<file path="src/logic/cdb_cfg.svh">
// offsets, field positions and reset values of the config bridge block
`ifndef CDB_CFG_SVH
`define CDB_CFG_SVH
`define CDB_OFF_CTRL      8'h00
`define CDB_OFF_BUS       8'h04
`define CDB_OFF_CFG_ADDR  8'h08
`define CDB_OFF_CFG_AD    8'h0c
`define CDB_OFF_CFG_STAT  8'h10
`define CDB_OFF_IO_REQ    8'h14
`define CDB_OFF_IO_STAT   8'h18
`define CDB_OFF_COUNT     8'h1c
`define CDB_CTRL_IDE_PRI  0
`define CDB_CTRL_IDE_SEC  1
`define CDB_CTRL_POS_DEC  2
`define CDB_CTRL_RST      3'h0
`define CDB_BUS_RST       24'h000000
`define CDB_CFG_EN_BIT    31
`define CDB_DEV_BRIDGE    5'h1e
`define CDB_DEV_FUNCS     5'h1f
`define CDB_AD_BRIDGE     14
`define CDB_AD_FUNCS      15
`define CDB_AD_IDSEL_LO   16
`define CDB_IO_WR_BIT     16
`define CDB_IO_PCI_BIT    17
`endif

</file>
<file path="src/logic/cdb_pkg.sv">
// types shared by the config bridge modules
package cdb_pkg;
    typedef enum logic [1:0] {
        CDB_CFG_NONE,
        CDB_CFG_TYPE0,
        CDB_CFG_TYPE1
    } cdb_cfg_kind_t;

    typedef enum logic [3:0] {
        CDB_IO_NONE,
        CDB_IO_PCI,
        CDB_IO_LPC,
        CDB_IO_DMA,
        CDB_IO_INTR,
        CDB_IO_PIT,
        CDB_IO_NMI,
        CDB_IO_NMI_RTC,
        CDB_IO_RTC,
        CDB_IO_RESET,
        CDB_IO_PM,
        CDB_IO_IDE,
        CDB_IO_PROC
    } cdb_io_tgt_t;

    typedef struct packed {
        logic [31:0]   ad;
        cdb_cfg_kind_t kind;
        logic          self_claim;
    } cdb_cfg_res_t;
endpackage

</file>
<file path="src/logic/cdb_io_if.sv">
// request and answer of the fixed i/o decoder
`timescale 1ns/100ps
interface cdb_io_if;
    import cdb_pkg::*;
    logic [15:0] addr;
    logic        is_write;
    logic        from_pci;
    logic        ide_pri_en;
    logic        ide_sec_en;
    logic        positive_decode_enable;
    cdb_io_tgt_t target;
    logic        claimed;
    logic        dual_fwd;
    logic        medium_devsel;

    modport requester (
        output addr, is_write, from_pci, ide_pri_en, ide_sec_en,
        output positive_decode_enable,
        input  target, claimed, dual_fwd, medium_devsel
    );
    modport decoder (
        input  addr, is_write, from_pci, ide_pri_en, ide_sec_en,
        input  positive_decode_enable,
        output target, claimed, dual_fwd, medium_devsel
    );
endinterface

</file>
<file path="src/logic/cdb_io_decode.sv">
// fixed i/o range decoder
`timescale 1ns/100ps
`include "cdb_cfg.svh"
module cdb_io_decode (
    cdb_io_if.decoder io
);
    import cdb_pkg::*;

    // hard-wired table; unit enables only gate, never move, a range
    function automatic cdb_io_tgt_t fixed_tgt(
        input logic [15:0] a,
        input logic        wr,
        input logic        pri,
        input logic        sec,
        input logic        pde
    );
        cdb_io_tgt_t t;
        logic [7:0]  lo;
        t  = CDB_IO_NONE;
        lo = a[7:0];
        if (a[15:8] == 8'h00)
        begin
            if (lo <= 8'h1f)
            begin
                if (wr || !((lo >= 8'h09 && lo <= 8'h0e) ||
                            (lo >= 8'h19 && lo <= 8'h1e)))
                    t = CDB_IO_DMA;
            end
            else if (lo[7:5] == 3'h1 && !lo[1])
                t = CDB_IO_INTR;
            else if ((lo >= 8'h40 && lo <= 8'h42) ||
                     (lo >= 8'h50 && lo <= 8'h52))
                t = CDB_IO_PIT;
            else if ((lo == 8'h43 || lo == 8'h53) && wr)
                t = CDB_IO_PIT;
            else if (lo == 8'h61)
                t = CDB_IO_NMI;
            else if (lo >= 8'h70 && lo <= 8'h77)
            begin
                if (wr && !lo[0])
                    t = CDB_IO_NMI_RTC;
                else if (lo != 8'h70)
                    t = CDB_IO_RTC;
            end
            else if (lo[7:4] == 4'h8)
                t = CDB_IO_DMA;
            else if (lo == 8'h92)
                t = CDB_IO_RESET;
            else if (lo == 8'hb2 || lo == 8'hb3)
                t = CDB_IO_PM;
            else if (lo[7:5] == 3'h5 && !lo[1])
                t = CDB_IO_INTR;
            else if (lo >= 8'hc0 && lo <= 8'hdf)
            begin
                if (wr || !(lo >= 8'hd2 && lo <= 8'hdd))
                    t = CDB_IO_DMA;
            end
            else if (lo == 8'hf0)
            begin
                if (wr)
                    t = CDB_IO_PROC;
                else if (!pde)
                    t = CDB_IO_LPC;
            end
        end
        else if ((a >= 16'h0170 && a <= 16'h0177) || a == 16'h0376)
        begin
            if (pri)
                t = CDB_IO_IDE;
        end
        else if ((a >= 16'h01f0 && a <= 16'h01f7) || a == 16'h03f6)
        begin
            if (sec)
                t = CDB_IO_IDE;
        end
        else if (a == 16'h04d0 || a == 16'h04d1)
            t = CDB_IO_INTR;
        else if (a == 16'h0cf9)
            t = CDB_IO_RESET;
        return t;
    endfunction

    cdb_io_tgt_t fixed_hit_tgt;
    wire         fixed_hit;
    wire         page_loc;

    assign fixed_hit_tgt = fixed_tgt(io.addr, io.is_write, io.ide_pri_en,
                                     io.ide_sec_en,
                                     io.positive_decode_enable);
    assign fixed_hit = fixed_hit_tgt != CDB_IO_NONE;
    assign page_loc  = io.addr[15:8] == 8'h00 && io.addr[7:4] == 4'h8 &&
                       (io.addr[3:0] == 4'h0 || io.addr[3:0] == 4'h8 ||
                        (io.addr[2] && io.addr[1:0] != 2'h3));
    // upstream misses fall through to pci, pci-side misses stay unclaimed
    assign io.target        = fixed_hit ? fixed_hit_tgt :
                              (io.from_pci ? CDB_IO_NONE : CDB_IO_PCI);
    assign io.claimed       = fixed_hit;
    assign io.dual_fwd      = page_loc && io.is_write;
    assign io.medium_devsel = fixed_hit && io.from_pci;
endmodule

</file>
<file path="src/logic/cdb_bridge.sv">
// config cycle translator and fixed i/o decoder with apb registers
`timescale 1ns/100ps
`include "cdb_cfg.svh"
module cdb_bridge #(
    parameter int APB_AW = 8
) (
    input  wire logic                 clk,
    input  wire logic                 rst_n,
    input  wire logic                 psel,
    input  wire logic                 penable,
    input  wire logic                 pwrite,
    input  wire logic [APB_AW-1:0]    paddr,
    input  wire logic [31:0]          pwdata,
    output logic      [31:0]          prdata,
    output logic                      pready,
    output logic                      pslverr,
    output logic                      cfg_start,
    output logic      [31:0]          cfg_pci_ad,
    output cdb_pkg::cdb_cfg_kind_t    cfg_kind,
    output logic                      cfg_self_claim,
    output logic                      io_dec_valid,
    output cdb_pkg::cdb_io_tgt_t      io_dec_target,
    output logic                      io_dec_claimed,
    output logic                      io_dec_dual_fwd,
    output logic                      io_dec_medium_devsel
);
    import cdb_pkg::*;

    initial
    begin
        if (APB_AW < 5 || APB_AW > 32)
            $error("APB_AW must lie between 5 and 32");
    end

    // type 0 / type 1 address building for a mechanism one address
    function automatic cdb_cfg_res_t cfg_translate(
        input logic [31:0] a,
        input logic [7:0]  sec_bus,
        input logic [7:0]  sub_bus
    );
        cdb_cfg_res_t r;
        logic [7:0]   bus;
        logic [4:0]   dev;
        bus          = a[23:16];
        dev          = a[15:11];
        r.ad         = 32'h00000000;
        r.kind       = CDB_CFG_NONE;
        r.self_claim = 1'b0;
        if (bus == 8'h00)
        begin
            r.kind     = CDB_CFG_TYPE0;
            r.ad[10:2] = a[10:2];
            if (dev == `CDB_DEV_BRIDGE)
            begin
                r.ad[`CDB_AD_BRIDGE] = 1'b1;
                r.self_claim = 1'b1;
            end
            else if (dev == `CDB_DEV_FUNCS)
            begin
                r.ad[`CDB_AD_FUNCS] = 1'b1;
                r.self_claim = 1'b1;
            end
            // any other device keeps 31:11 at zero
        end
        else if (bus == sec_bus)
        begin
            r.kind = CDB_CFG_TYPE0;
            if (!dev[4])
                r.ad[`CDB_AD_IDSEL_LO + int'(dev[3:0])] = 1'b1;
            r.ad[15:11] = 5'h00;
            r.ad[10:1]  = a[10:1];
            r.ad[0]     = 1'b0;
        end
        else if (bus > sec_bus && bus <= sub_bus)
        begin
            r.kind = CDB_CFG_TYPE1;
            r.ad   = {8'h00, a[23:2], 2'b01};
        end
        return r;
    endfunction

    logic [2:0]    ctrl_reg;
    logic [23:0]   bus_reg;
    logic [31:0]   cfg_addr_reg;
    logic [17:0]   io_req_reg;
    logic [15:0]   cfg_cnt_reg;
    logic [15:0]   io_cnt_reg;
    logic [31:0]   prdata_reg;
    logic [31:0]   prdata_next;
    logic          pready_reg;
    logic          pslverr_reg;
    logic          cfg_start_reg;
    logic [31:0]   cfg_ad_reg;
    cdb_cfg_kind_t cfg_kind_reg;
    logic          cfg_self_reg;
    logic          io_valid_reg;
    cdb_io_tgt_t   io_tgt_reg;
    logic          io_claim_reg;
    logic          io_dual_reg;
    logic          io_med_reg;

    cdb_io_if      io_bus ();
    cdb_cfg_res_t  cfg_res;

    wire [7:0] reg_off    = 8'(paddr[APB_AW-1:0]);
    wire       setup_ph   = psel && !penable;
    wire       access_ok  = psel && penable && pready_reg;
    wire       wr_go      = access_ok && pwrite && !pslverr_reg;
    wire       hit_ctrl   = reg_off == `CDB_OFF_CTRL;
    wire       hit_bus    = reg_off == `CDB_OFF_BUS;
    wire       hit_caddr  = reg_off == `CDB_OFF_CFG_ADDR;
    wire       hit_cad    = reg_off == `CDB_OFF_CFG_AD;
    wire       hit_cstat  = reg_off == `CDB_OFF_CFG_STAT;
    wire       hit_ioreq  = reg_off == `CDB_OFF_IO_REQ;
    wire       hit_iostat = reg_off == `CDB_OFF_IO_STAT;
    wire       hit_count  = reg_off == `CDB_OFF_COUNT;
    wire       mapped     = hit_ctrl || hit_bus || hit_caddr || hit_cad ||
                            hit_cstat || hit_ioreq || hit_iostat ||
                            hit_count;
    // mechanism two has no port here: a cleared enable bit just stores
    wire       cfg_go     = wr_go && hit_caddr &&
                            pwdata[`CDB_CFG_EN_BIT];
    wire       io_go      = wr_go && hit_ioreq;

    assign cfg_res = cfg_translate(pwdata, bus_reg[15:8],
                                   bus_reg[23:16]);

    // decoder sees the written word directly so the answer lands at once
    assign io_bus.addr                   = pwdata[15:0];
    assign io_bus.is_write               = pwdata[`CDB_IO_WR_BIT];
    assign io_bus.from_pci               = pwdata[`CDB_IO_PCI_BIT];
    assign io_bus.ide_pri_en             = ctrl_reg[`CDB_CTRL_IDE_PRI];
    assign io_bus.ide_sec_en             = ctrl_reg[`CDB_CTRL_IDE_SEC];
    assign io_bus.positive_decode_enable = ctrl_reg[`CDB_CTRL_POS_DEC];

    cdb_io_decode u_io_decode (
        .io (io_bus.decoder)
    );

    always_comb
    begin
        prdata_next = 32'h00000000;
        case (1'b1)
            hit_ctrl:   prdata_next = {29'h0, ctrl_reg};
            hit_bus:    prdata_next = {8'h00, bus_reg};
            hit_caddr:  prdata_next = cfg_addr_reg;
            hit_cad:    prdata_next = cfg_ad_reg;
            hit_cstat:  prdata_next = {29'h0, cfg_self_reg, cfg_kind_reg};
            hit_ioreq:  prdata_next = {14'h0, io_req_reg};
            hit_iostat: prdata_next = {25'h0, io_med_reg, io_dual_reg,
                                       io_claim_reg, io_tgt_reg};
            hit_count:  prdata_next = {io_cnt_reg, cfg_cnt_reg};
            default:    prdata_next = 32'h00000000;
        endcase
    end

    // apb answer: ready rises on the setup edge, so access takes one cycle
    always_ff @(posedge clk or negedge rst_n)
    begin
        if (!rst_n)
        begin
            pready_reg  <= 1'b0;
            pslverr_reg <= 1'b0;
            prdata_reg  <= 32'h00000000;
        end
        else
        begin
            pready_reg  <= setup_ph;
            pslverr_reg <= setup_ph && !mapped;
            if (setup_ph)
                prdata_reg <= pwrite ? 32'h00000000 : prdata_next;
        end
    end

    always_ff @(posedge clk or negedge rst_n)
    begin
        if (!rst_n)
        begin
            ctrl_reg     <= `CDB_CTRL_RST;
            bus_reg      <= `CDB_BUS_RST;
            cfg_addr_reg <= 32'h00000000;
            io_req_reg   <= 18'h00000;
        end
        else if (wr_go)
        begin
            if (hit_ctrl)
                ctrl_reg <= pwdata[2:0];
            if (hit_bus)
                bus_reg <= pwdata[23:0];
            if (hit_caddr)
                cfg_addr_reg <= pwdata;
            if (hit_ioreq)
                io_req_reg <= pwdata[17:0];
        end
    end

    // at most one start pulse per request (none on a bus miss) and no address advance: single dword
    always_ff @(posedge clk or negedge rst_n)
    begin
        if (!rst_n)
        begin
            cfg_start_reg <= 1'b0;
            cfg_ad_reg    <= 32'h00000000;
            cfg_kind_reg  <= CDB_CFG_NONE;
            cfg_self_reg  <= 1'b0;
            cfg_cnt_reg   <= 16'h0000;
        end
        else
        begin
            cfg_start_reg <= cfg_go && cfg_res.kind != CDB_CFG_NONE;
            if (cfg_go)
            begin
                cfg_ad_reg   <= cfg_res.ad;
                cfg_kind_reg <= cfg_res.kind;
                cfg_self_reg <= cfg_res.self_claim;
                if (cfg_res.kind != CDB_CFG_NONE)
                    cfg_cnt_reg <= cfg_cnt_reg + 16'h0001;
            end
        end
    end

    always_ff @(posedge clk or negedge rst_n)
    begin
        if (!rst_n)
        begin
            io_valid_reg <= 1'b0;
            io_tgt_reg   <= CDB_IO_NONE;
            io_claim_reg <= 1'b0;
            io_dual_reg  <= 1'b0;
            io_med_reg   <= 1'b0;
            io_cnt_reg   <= 16'h0000;
        end
        else
        begin
            io_valid_reg <= io_go;
            if (io_go)
            begin
                io_tgt_reg   <= io_bus.target;
                io_claim_reg <= io_bus.claimed;
                io_dual_reg  <= io_bus.dual_fwd;
                io_med_reg   <= io_bus.medium_devsel;
                if (io_bus.claimed)
                    io_cnt_reg <= io_cnt_reg + 16'h0001;
            end
        end
    end

    assign prdata               = prdata_reg;
    assign pready               = pready_reg;
    assign pslverr              = pslverr_reg;
    assign cfg_start            = cfg_start_reg;
    assign cfg_pci_ad           = cfg_ad_reg;
    assign cfg_kind             = cfg_kind_reg;
    assign cfg_self_claim       = cfg_self_reg;
    assign io_dec_valid         = io_valid_reg;
    assign io_dec_target        = io_tgt_reg;
    assign io_dec_claimed       = io_claim_reg;
    assign io_dec_dual_fwd      = io_dual_reg;
    assign io_dec_medium_devsel = io_med_reg;
endmodule

</file>
<file path="config.mk">
export PLATFORM = sky130hd
export DESIGN_NAME = cdb_bridge
export DESIGN_NICKNAME = d
export VERILOG_FILES = /design/src/logic/cdb_pkg.sv /design/src/logic/cdb_io_if.sv /design/src/logic/cdb_io_decode.sv /design/src/logic/cdb_bridge.sv
export VERILOG_INCLUDE_DIRS = /design/src /design/src/logic
export SDC_FILE = /design/constraint.sdc
export NUM_CORES = 1
export LEC_CHECK = 0
export BUFFER_PORTS_ARGS = -buffer_cell sky130_fd_sc_hd__buf_2
export CORE_ASPECT_RATIO = 1.4
export CORE_MARGIN = 8
export CORE_UTILIZATION = 40
export DETAILED_ROUTE_END_ITERATION = 8
export PLACE_DENSITY = 0.58
export SYNTH_ARGS = -nofsm -noshare
export SYNTH_HDL_FRONTEND = slang
export SYNTH_SLANG_ARGS = --single-unit
export TNS_END_PERCENT = 50
</file>
<file path="constraint.sdc">
create_clock -name clk -period 2.4 [get_ports clk]
set_input_delay 0.24 -clock clk [delete_from_list [all_inputs] [get_ports clk]]
set_output_delay 0.24 -clock clk [all_outputs]
set_load 0.005 [all_outputs]
</file>
[Word level (Yosys, flattened, before mapping)]
Index checks and enable logic that the tools add are counted.
Storage, ports and cells
  bits in registers: 187
  bits of input ports: 45
  logic and storage cells: 191
  output and inout port bits: 78
Operators by class
  equal/unequal tests: 28
  mux-type cells: 52
  reductions and logical operators: 67
  $add $sub $neg: 3
  $lt $le $gt $ge: 23
Operators with widths (count)
  $mux W32: 10
  $mux W4: 23
  $mux W34: 1
  $add A16 B1 Y16 const B: 2
  $eq A16 B10 Y1 const B: 2
  $eq A16 B11 Y1 const B: 2
  $eq A8 B5 Y1 const B: 4
  $eq A8 B8 Y1 const B: 4
  $ge A16 B9 Y1 const B: 2
  $le A16 B9 Y1 const B: 2
  $logic_and A1 B1 Y1: 30
  $mux W26: 1
  $eq A8 B7 Y1 const B: 3
  $ge A8 B7 Y1 const B: 3
  $le A8 B7 Y1 const B: 3
  $logic_not A8 Y1: 3
  $logic_or A1 B1 Y1: 18
  $eq A16 B12 Y1 const B: 1
  $eq A8 B4 Y1 const B: 2
  $ge A8 B8 Y1 const B: 2
  $le A8 B5 Y1 const B: 2
  $le A8 B8 Y1 const B: 2
  $mux W16: 1
  $mux W2: 6
  25 further kinds: 44

[Depth between registers and ports, before layout]
  depth after elaboration: 19
  gate-level depth with buffers: 12
  mapped depth without buffers: 10

[Modules after synthesis]
From an unflattened synthesis, not the netlist that was laid out.
Unflattened totals
  cells, all modules: 862
  area, all modules: 9385.3 µm²
By module, submodules not included
  cdb_bridge: seq. area each 4654.5 µm², cells each 778, times used 1, area an instance 8808.4 µm²
  cdb_io_decode: seq. area each 0.0 µm², cells each 84, times used 1, area an instance 576.8 µm²

[Least setup slack after synthesis]
Ideal clock, no wire load.
  path type: in2reg
  from: input port pwdata[14]
  to: register io_cnt_reg[5]
  arrival time: 2.457 ns
  buffers on the path: 2
  cell stages on the path: 10
  setup time: 0.123 ns
  data required time: 2.277 ns
  path slack: -0.181 ns
  cells stage by stage: buf_2 > or4_4 > or4_4 > nor2b_1 > a31o_1 > and3b_4 > nor2_8 > buf_8 > nand4_4 > xnor2_2
On the way
  word-level cells in the longest chain between the ends: 8
  elaborated cells on any way between the ends: 22
  those cells by class: order compare (4); eq/ne (5); mux (5); reduce/logical (8)
RTL lines
  start: declaration: RTL line cdb_bridge.sv:13  | input wire logic [31:0] pwdata,
  $ge A16 B9 Y1 (tied with other cells): RTL line cdb_io_decode.sv:71  | else if ((a >= 16'h01f0 && a <= 16'h01f7) || a == 16'h03f6)
  $logic_and A1 B1 Y1 (tied with other cells): RTL line cdb_io_decode.sv:71
  $logic_or A1 B1 Y1 or $mux W4 (tied branches): RTL line cdb_io_decode.sv:71, cdb_io_decode.sv:76
  $mux W4: RTL line cdb_io_decode.sv:71
  $mux W4: RTL line cdb_io_decode.sv:66  | else if ((a >= 16'h0170 && a <= 16'h0177) || a == 16'h0376)
  $mux W4 *: RTL line cdb_io_decode.sv:21  | if (a[15:8] == 8'h00)
  $reduce_bool A4 Y1 *: RTL line cdb_io_decode.sv:90  | assign fixed_hit = fixed_hit_tgt != CDB_IO_NONE;
  $reduce_and A2 Y1 (no line) *
  end signal: assignment: RTL line cdb_bridge.sv:243  | io_cnt_reg <= io_cnt_reg + 16'h0001;
  end: declaration: RTL line cdb_bridge.sv:87  | logic [15:0] io_cnt_reg;
Mark *: on every way between the ends. The rest lies on a longest branch, timed or not.
A chain may end at the register's enable or synchronous reset.

[Worst setup path in the final report]
  from: input port pwdata[5]
  to: register io_cnt_reg[1]
On the way
  word-level cells in the longest chain between the ends: 19
  elaborated cells on any way between the ends: 81
  those cells by class: order compare (19); eq/ne (16); mux (21); reduce/logical (25)
RTL lines
  $ge A8 B8 Y1 or $le A8 B8 Y1 (tied branches): RTL line cdb_io_decode.sv:55  | if (wr || !(lo >= 8'hd2 && lo <= 8'hdd))
  $logic_and A1 B1 Y1: RTL line cdb_io_decode.sv:55
  $logic_not A1 Y1: RTL line cdb_io_decode.sv:55
  $logic_or A1 B1 Y1: RTL line cdb_io_decode.sv:55
  $mux W2: RTL line cdb_io_decode.sv:55
  $mux W4: RTL line cdb_io_decode.sv:53  | else if (lo >= 8'hc0 && lo <= 8'hdf)
  $mux W4: RTL line cdb_io_decode.sv:51  | else if (lo[7:5] == 3'h5 && !lo[1])
  $mux W4: RTL line cdb_io_decode.sv:49  | else if (lo == 8'hb2 || lo == 8'hb3)
  [... 3 more ...]
  $mux W4: RTL line cdb_io_decode.sv:36  | else if (lo == 8'h61)
  $mux W4: RTL line cdb_io_decode.sv:34  | else if ((lo == 8'h43 || lo == 8'h53) && wr)
  $mux W4: RTL line cdb_io_decode.sv:31  | else if ((lo >= 8'h40 && lo <= 8'h42) ||
  $mux W4: RTL line cdb_io_decode.sv:29  | else if (lo[7:5] == 3'h1 && !lo[1])
  $mux W4: RTL line cdb_io_decode.sv:23  | if (lo <= 8'h1f)
  $mux W4 *: RTL line cdb_io_decode.sv:21
  $reduce_bool A4 Y1 *: RTL line cdb_io_decode.sv:90
  $reduce_and A2 Y1 (no line) *
Marked as above.

==> results_dict.tcl <==
set metrics [dict create \
    period_needed_ps 2260 \
    clk_latency_ps 440 \
    crit_type "input port to flip-flop" \
    syn_avg_cell_area_um2 10.8 \
    dp_slack_ps -305 \
    start_util_pct 40.7 \
    power.density_mw_per_mm2 571 \
    seqPwrFrac_pct 48.6 \
    antenna_found_initial 0 \
    synth_warnings 0 \
    syn_to_final_growth_pct 23.7 \
    dr.first_iter.drc_count 393 \
    min_from "pwdata[24]" \
    clk_pin_slew_worst_paths_ps 70 \
    clock-skew-final_ps 10.8 \
    clock-root-buffer "clkbuf_16" \
    setup_viol 0 \
    synthArstFlopShare_pct 100 \
    ff2ff_path_depth 11 \
    period_share_pct 94.2 \
    post_cts_buffers 0 \
    setup_tns_ps 0 \
    cts-buffers-inserted 17 \
    synth_fp_nets 909 \
    switching_share_pct 23.7 \
    nFillCells 2124 \
    wirelength_um 27700 \
    regToRegStartpoint "bus_reg[9]" \
    synth.area.mux_share_pct 11.1 \
    nets 1084 \
    synth-seq-cells 186 \
    max_slew.worst_pin.slew_ps 559 \
    crit_arrival_ps 2580 \
    synthFlopType "dfrtp_1" \
    synth.distinct_cells 67 \
    max_freq_ghz 0.443 \
    status "complete, no violations" \
    dieArea_mm2 0.0281 \
    grt_max_degree 65 \
    worstSetupStartpointType "input port" \
    ant_nets 0 \
    r2r_end "cfg_pci_ad[6]" \
    ir_drop_uv 465 \
    num_vias 7314 \
    synth_top_area_cell "dfrtp_1" \
    drive_gt1_share_pct 31.8 \
    num_rows 65 \
    fin_cells 1334 \
    cts_sinks 186 \
    hold_path_end "cfg_addr_reg[24]" \
    viasPerCell 5.48 \
    core_area_mm2 0.0225 \
    holdPathStages 2 \
    maxSlewHeadroom_pct 62.6 \
    firstDrtPassIters 7 \
    synth-simple-area-share_pct 14.6 \
    detail_route.wl_per_cell_um 20.8 \
    hpwl_um 21300 \
    synth.most_common_cell "dfrtp_1" \
    leakagePower_nw 5.69 \
    p_int_mw 4.94 \
    yosysSeqAreaShare_pct 50.8 \
    io-pin-count 123 \
    finalHoldViolCount 0 \
    synth_top_family_by_area "compound AO/OA/AOI/OAI gates" \
    p_comb_share_pct 5.9 \
    finalMaxSlewViolations 0 \
    gr-total-overflow 0 \
    cp-end-kind "flip-flop" \
    synth_common_cells "dfrtp_1, nand2_1, o21ai_0" \
    synthTopCellsByArea "dfrtp_1, mux2_2, a22o_1" \
    max_cap_violations 0 \
    synth_xor_area_share_pct 2.95 \
    route.detailed.drc 0 \
    crit_path_max_fanout 8 \
    htree_levels 4 \
    rsz0062_at_grt "false" \
    synth_top_area_share_pct 50.8 \
    grt_usage_pct 20.6 \
    grt_first_pass_wirelength_um 44100 \
    reg2reg_slack_ps 150 \
    cts_tree "built" \
    cts_buffer_depth 2 \
    synth_compound_area_share_pct 14.6 \
    grt_pass1_vias 7572 \
    hp-class "input port to flip-flop" \
    dp_cells 1302 \
    p_sw_mw 1.53 \
    synth_area_mm2 0.00917 \
    die_y_um 195 \
    required_ps 2720 \
    insertedDiodeCount 0 \
    port_buffers 122 \
    synth_edf_count 0 \
    syn_inst 846 \
    worst_slack_ps 140 \
    synthAdderAreaFrac_pct 2.46 \
    p_clk_share_pct 45.5 \
    die_w_um 144 \
    place.gp.congestion 0.895 \
]
[layout by cell type, fill, tap and decap left out, types with 8 or more instances in the layout]
| cell type | instances |
|---|---|
| a21o_1 | 8 |
| a21oi_1 | 13 |
| a221o_1 | 9 |
| a221oi_1 | 22 |
| a22o_1 | 44 |
| and3_1 | 10 |
| buf_12 | 9 |
| buf_2 | 121 |
| buf_4 | 80 |
| clkbuf_16 | 17 |
| dfrtp_1 | 186 |
| ha_1 | 18 |
| inv_1 | 24 |
| mux2_2 | 62 |
| mux2i_1 | 25 |
| nand2_1 | 102 |
| nand3_1 | 17 |
| nand4_1 | 12 |
| nor2_1 | 34 |
| o21ai_0 | 70 |
| xnor2_1 | 23 |
[worst max-delay path by stage]
stage / from / endpoint / slack (ps)
5_1_grt: bus_reg[9] / cfg_pci_ad[15] / 3
3_3_place_gp: pwdata[5] / io_cnt_reg[7] / -280
6_report: pwdata[5] / io_cnt_reg[1] / 140
3_5_place_dp: pwdata[5] / io_cnt_reg[7] / -300
2_1_floorplan: pwdata[13] / io_cnt_reg[5] / -40
4_1_cts: bus_reg[21] / cfg_cnt_reg[4] / 110
[metal layers]
metal  up-vias  track usage [%]  routed length (µm)
li1       3440                -                   -
met1      3643             26.4               12100
met2       193             34.3               13800
met3        38             3.37                1100
met4         0             6.88                 660
met5         -                0                   0
[power by group through the flow]
stage               combinational (mW)  sequential (mW)  clock, mW
global placement                 0.380             3.21          0
CTS                              0.384             3.14       3.00
detailed placement               0.381             3.21          0
global route                     0.418             3.14       3.12
floorplan                        0.139             3.21          0
finish                           0.380             3.15       2.94
[kinds of logic after synthesis]
kind of cell               count (synthesis)
buffers and inverters                     80
muxes                                     90
DFF                                      186
AOI/OAI and AO/OA                        191
adders and majority gates                 18
and+or+nand+nor                          251
xor gates and xnor gates                  30
[final cells by class]
class	count	area, µm²	share of cell area [%]
Sequential cell	186	4650	41.1
Multi-Input combinational cell	580	4200	37.0
Timing Repair Buffer	212	1410	12.4
Clock buffer	18	429	3.79
Tap cell	301	377	3.32
Clock inverter	13	179	1.58
Inverter	24	90.1	0.795
[per-stage QoR]
stage          cell area (µm²)  util, %  hold WS (ps)  power, mW
6_report                 11300     50.3          36.3       6.47
5_1_grt                  11300     50.3          32.1       6.68
4_1_cts                  11300     50.3          20.3       6.53
3_5_place_dp             10700     47.6           288       3.59
3_3_place_gp             10700     47.6           284       3.59
2_1_floorplan             9170        -         -55.6       3.34
[critical path, cell delays in order]
cell and delay, ps:
buf_2 110, or4b_4 530, or4_4 550, nor2b_1 140
a31o_1 210, and3b_4 230, nor2_8 200, mux2_2 360
[timing repair]
| action | CTS | global route |
|---|---|---|
| hold buffers | 1 | 0 |
| setup endpoints to repair | 0 | 6 |
| gates resized for setup | 0 | 1 |
| hold endpoints to repair | 61 | 0 |
No activity file was read; power rests on OpenSTA's default activity.
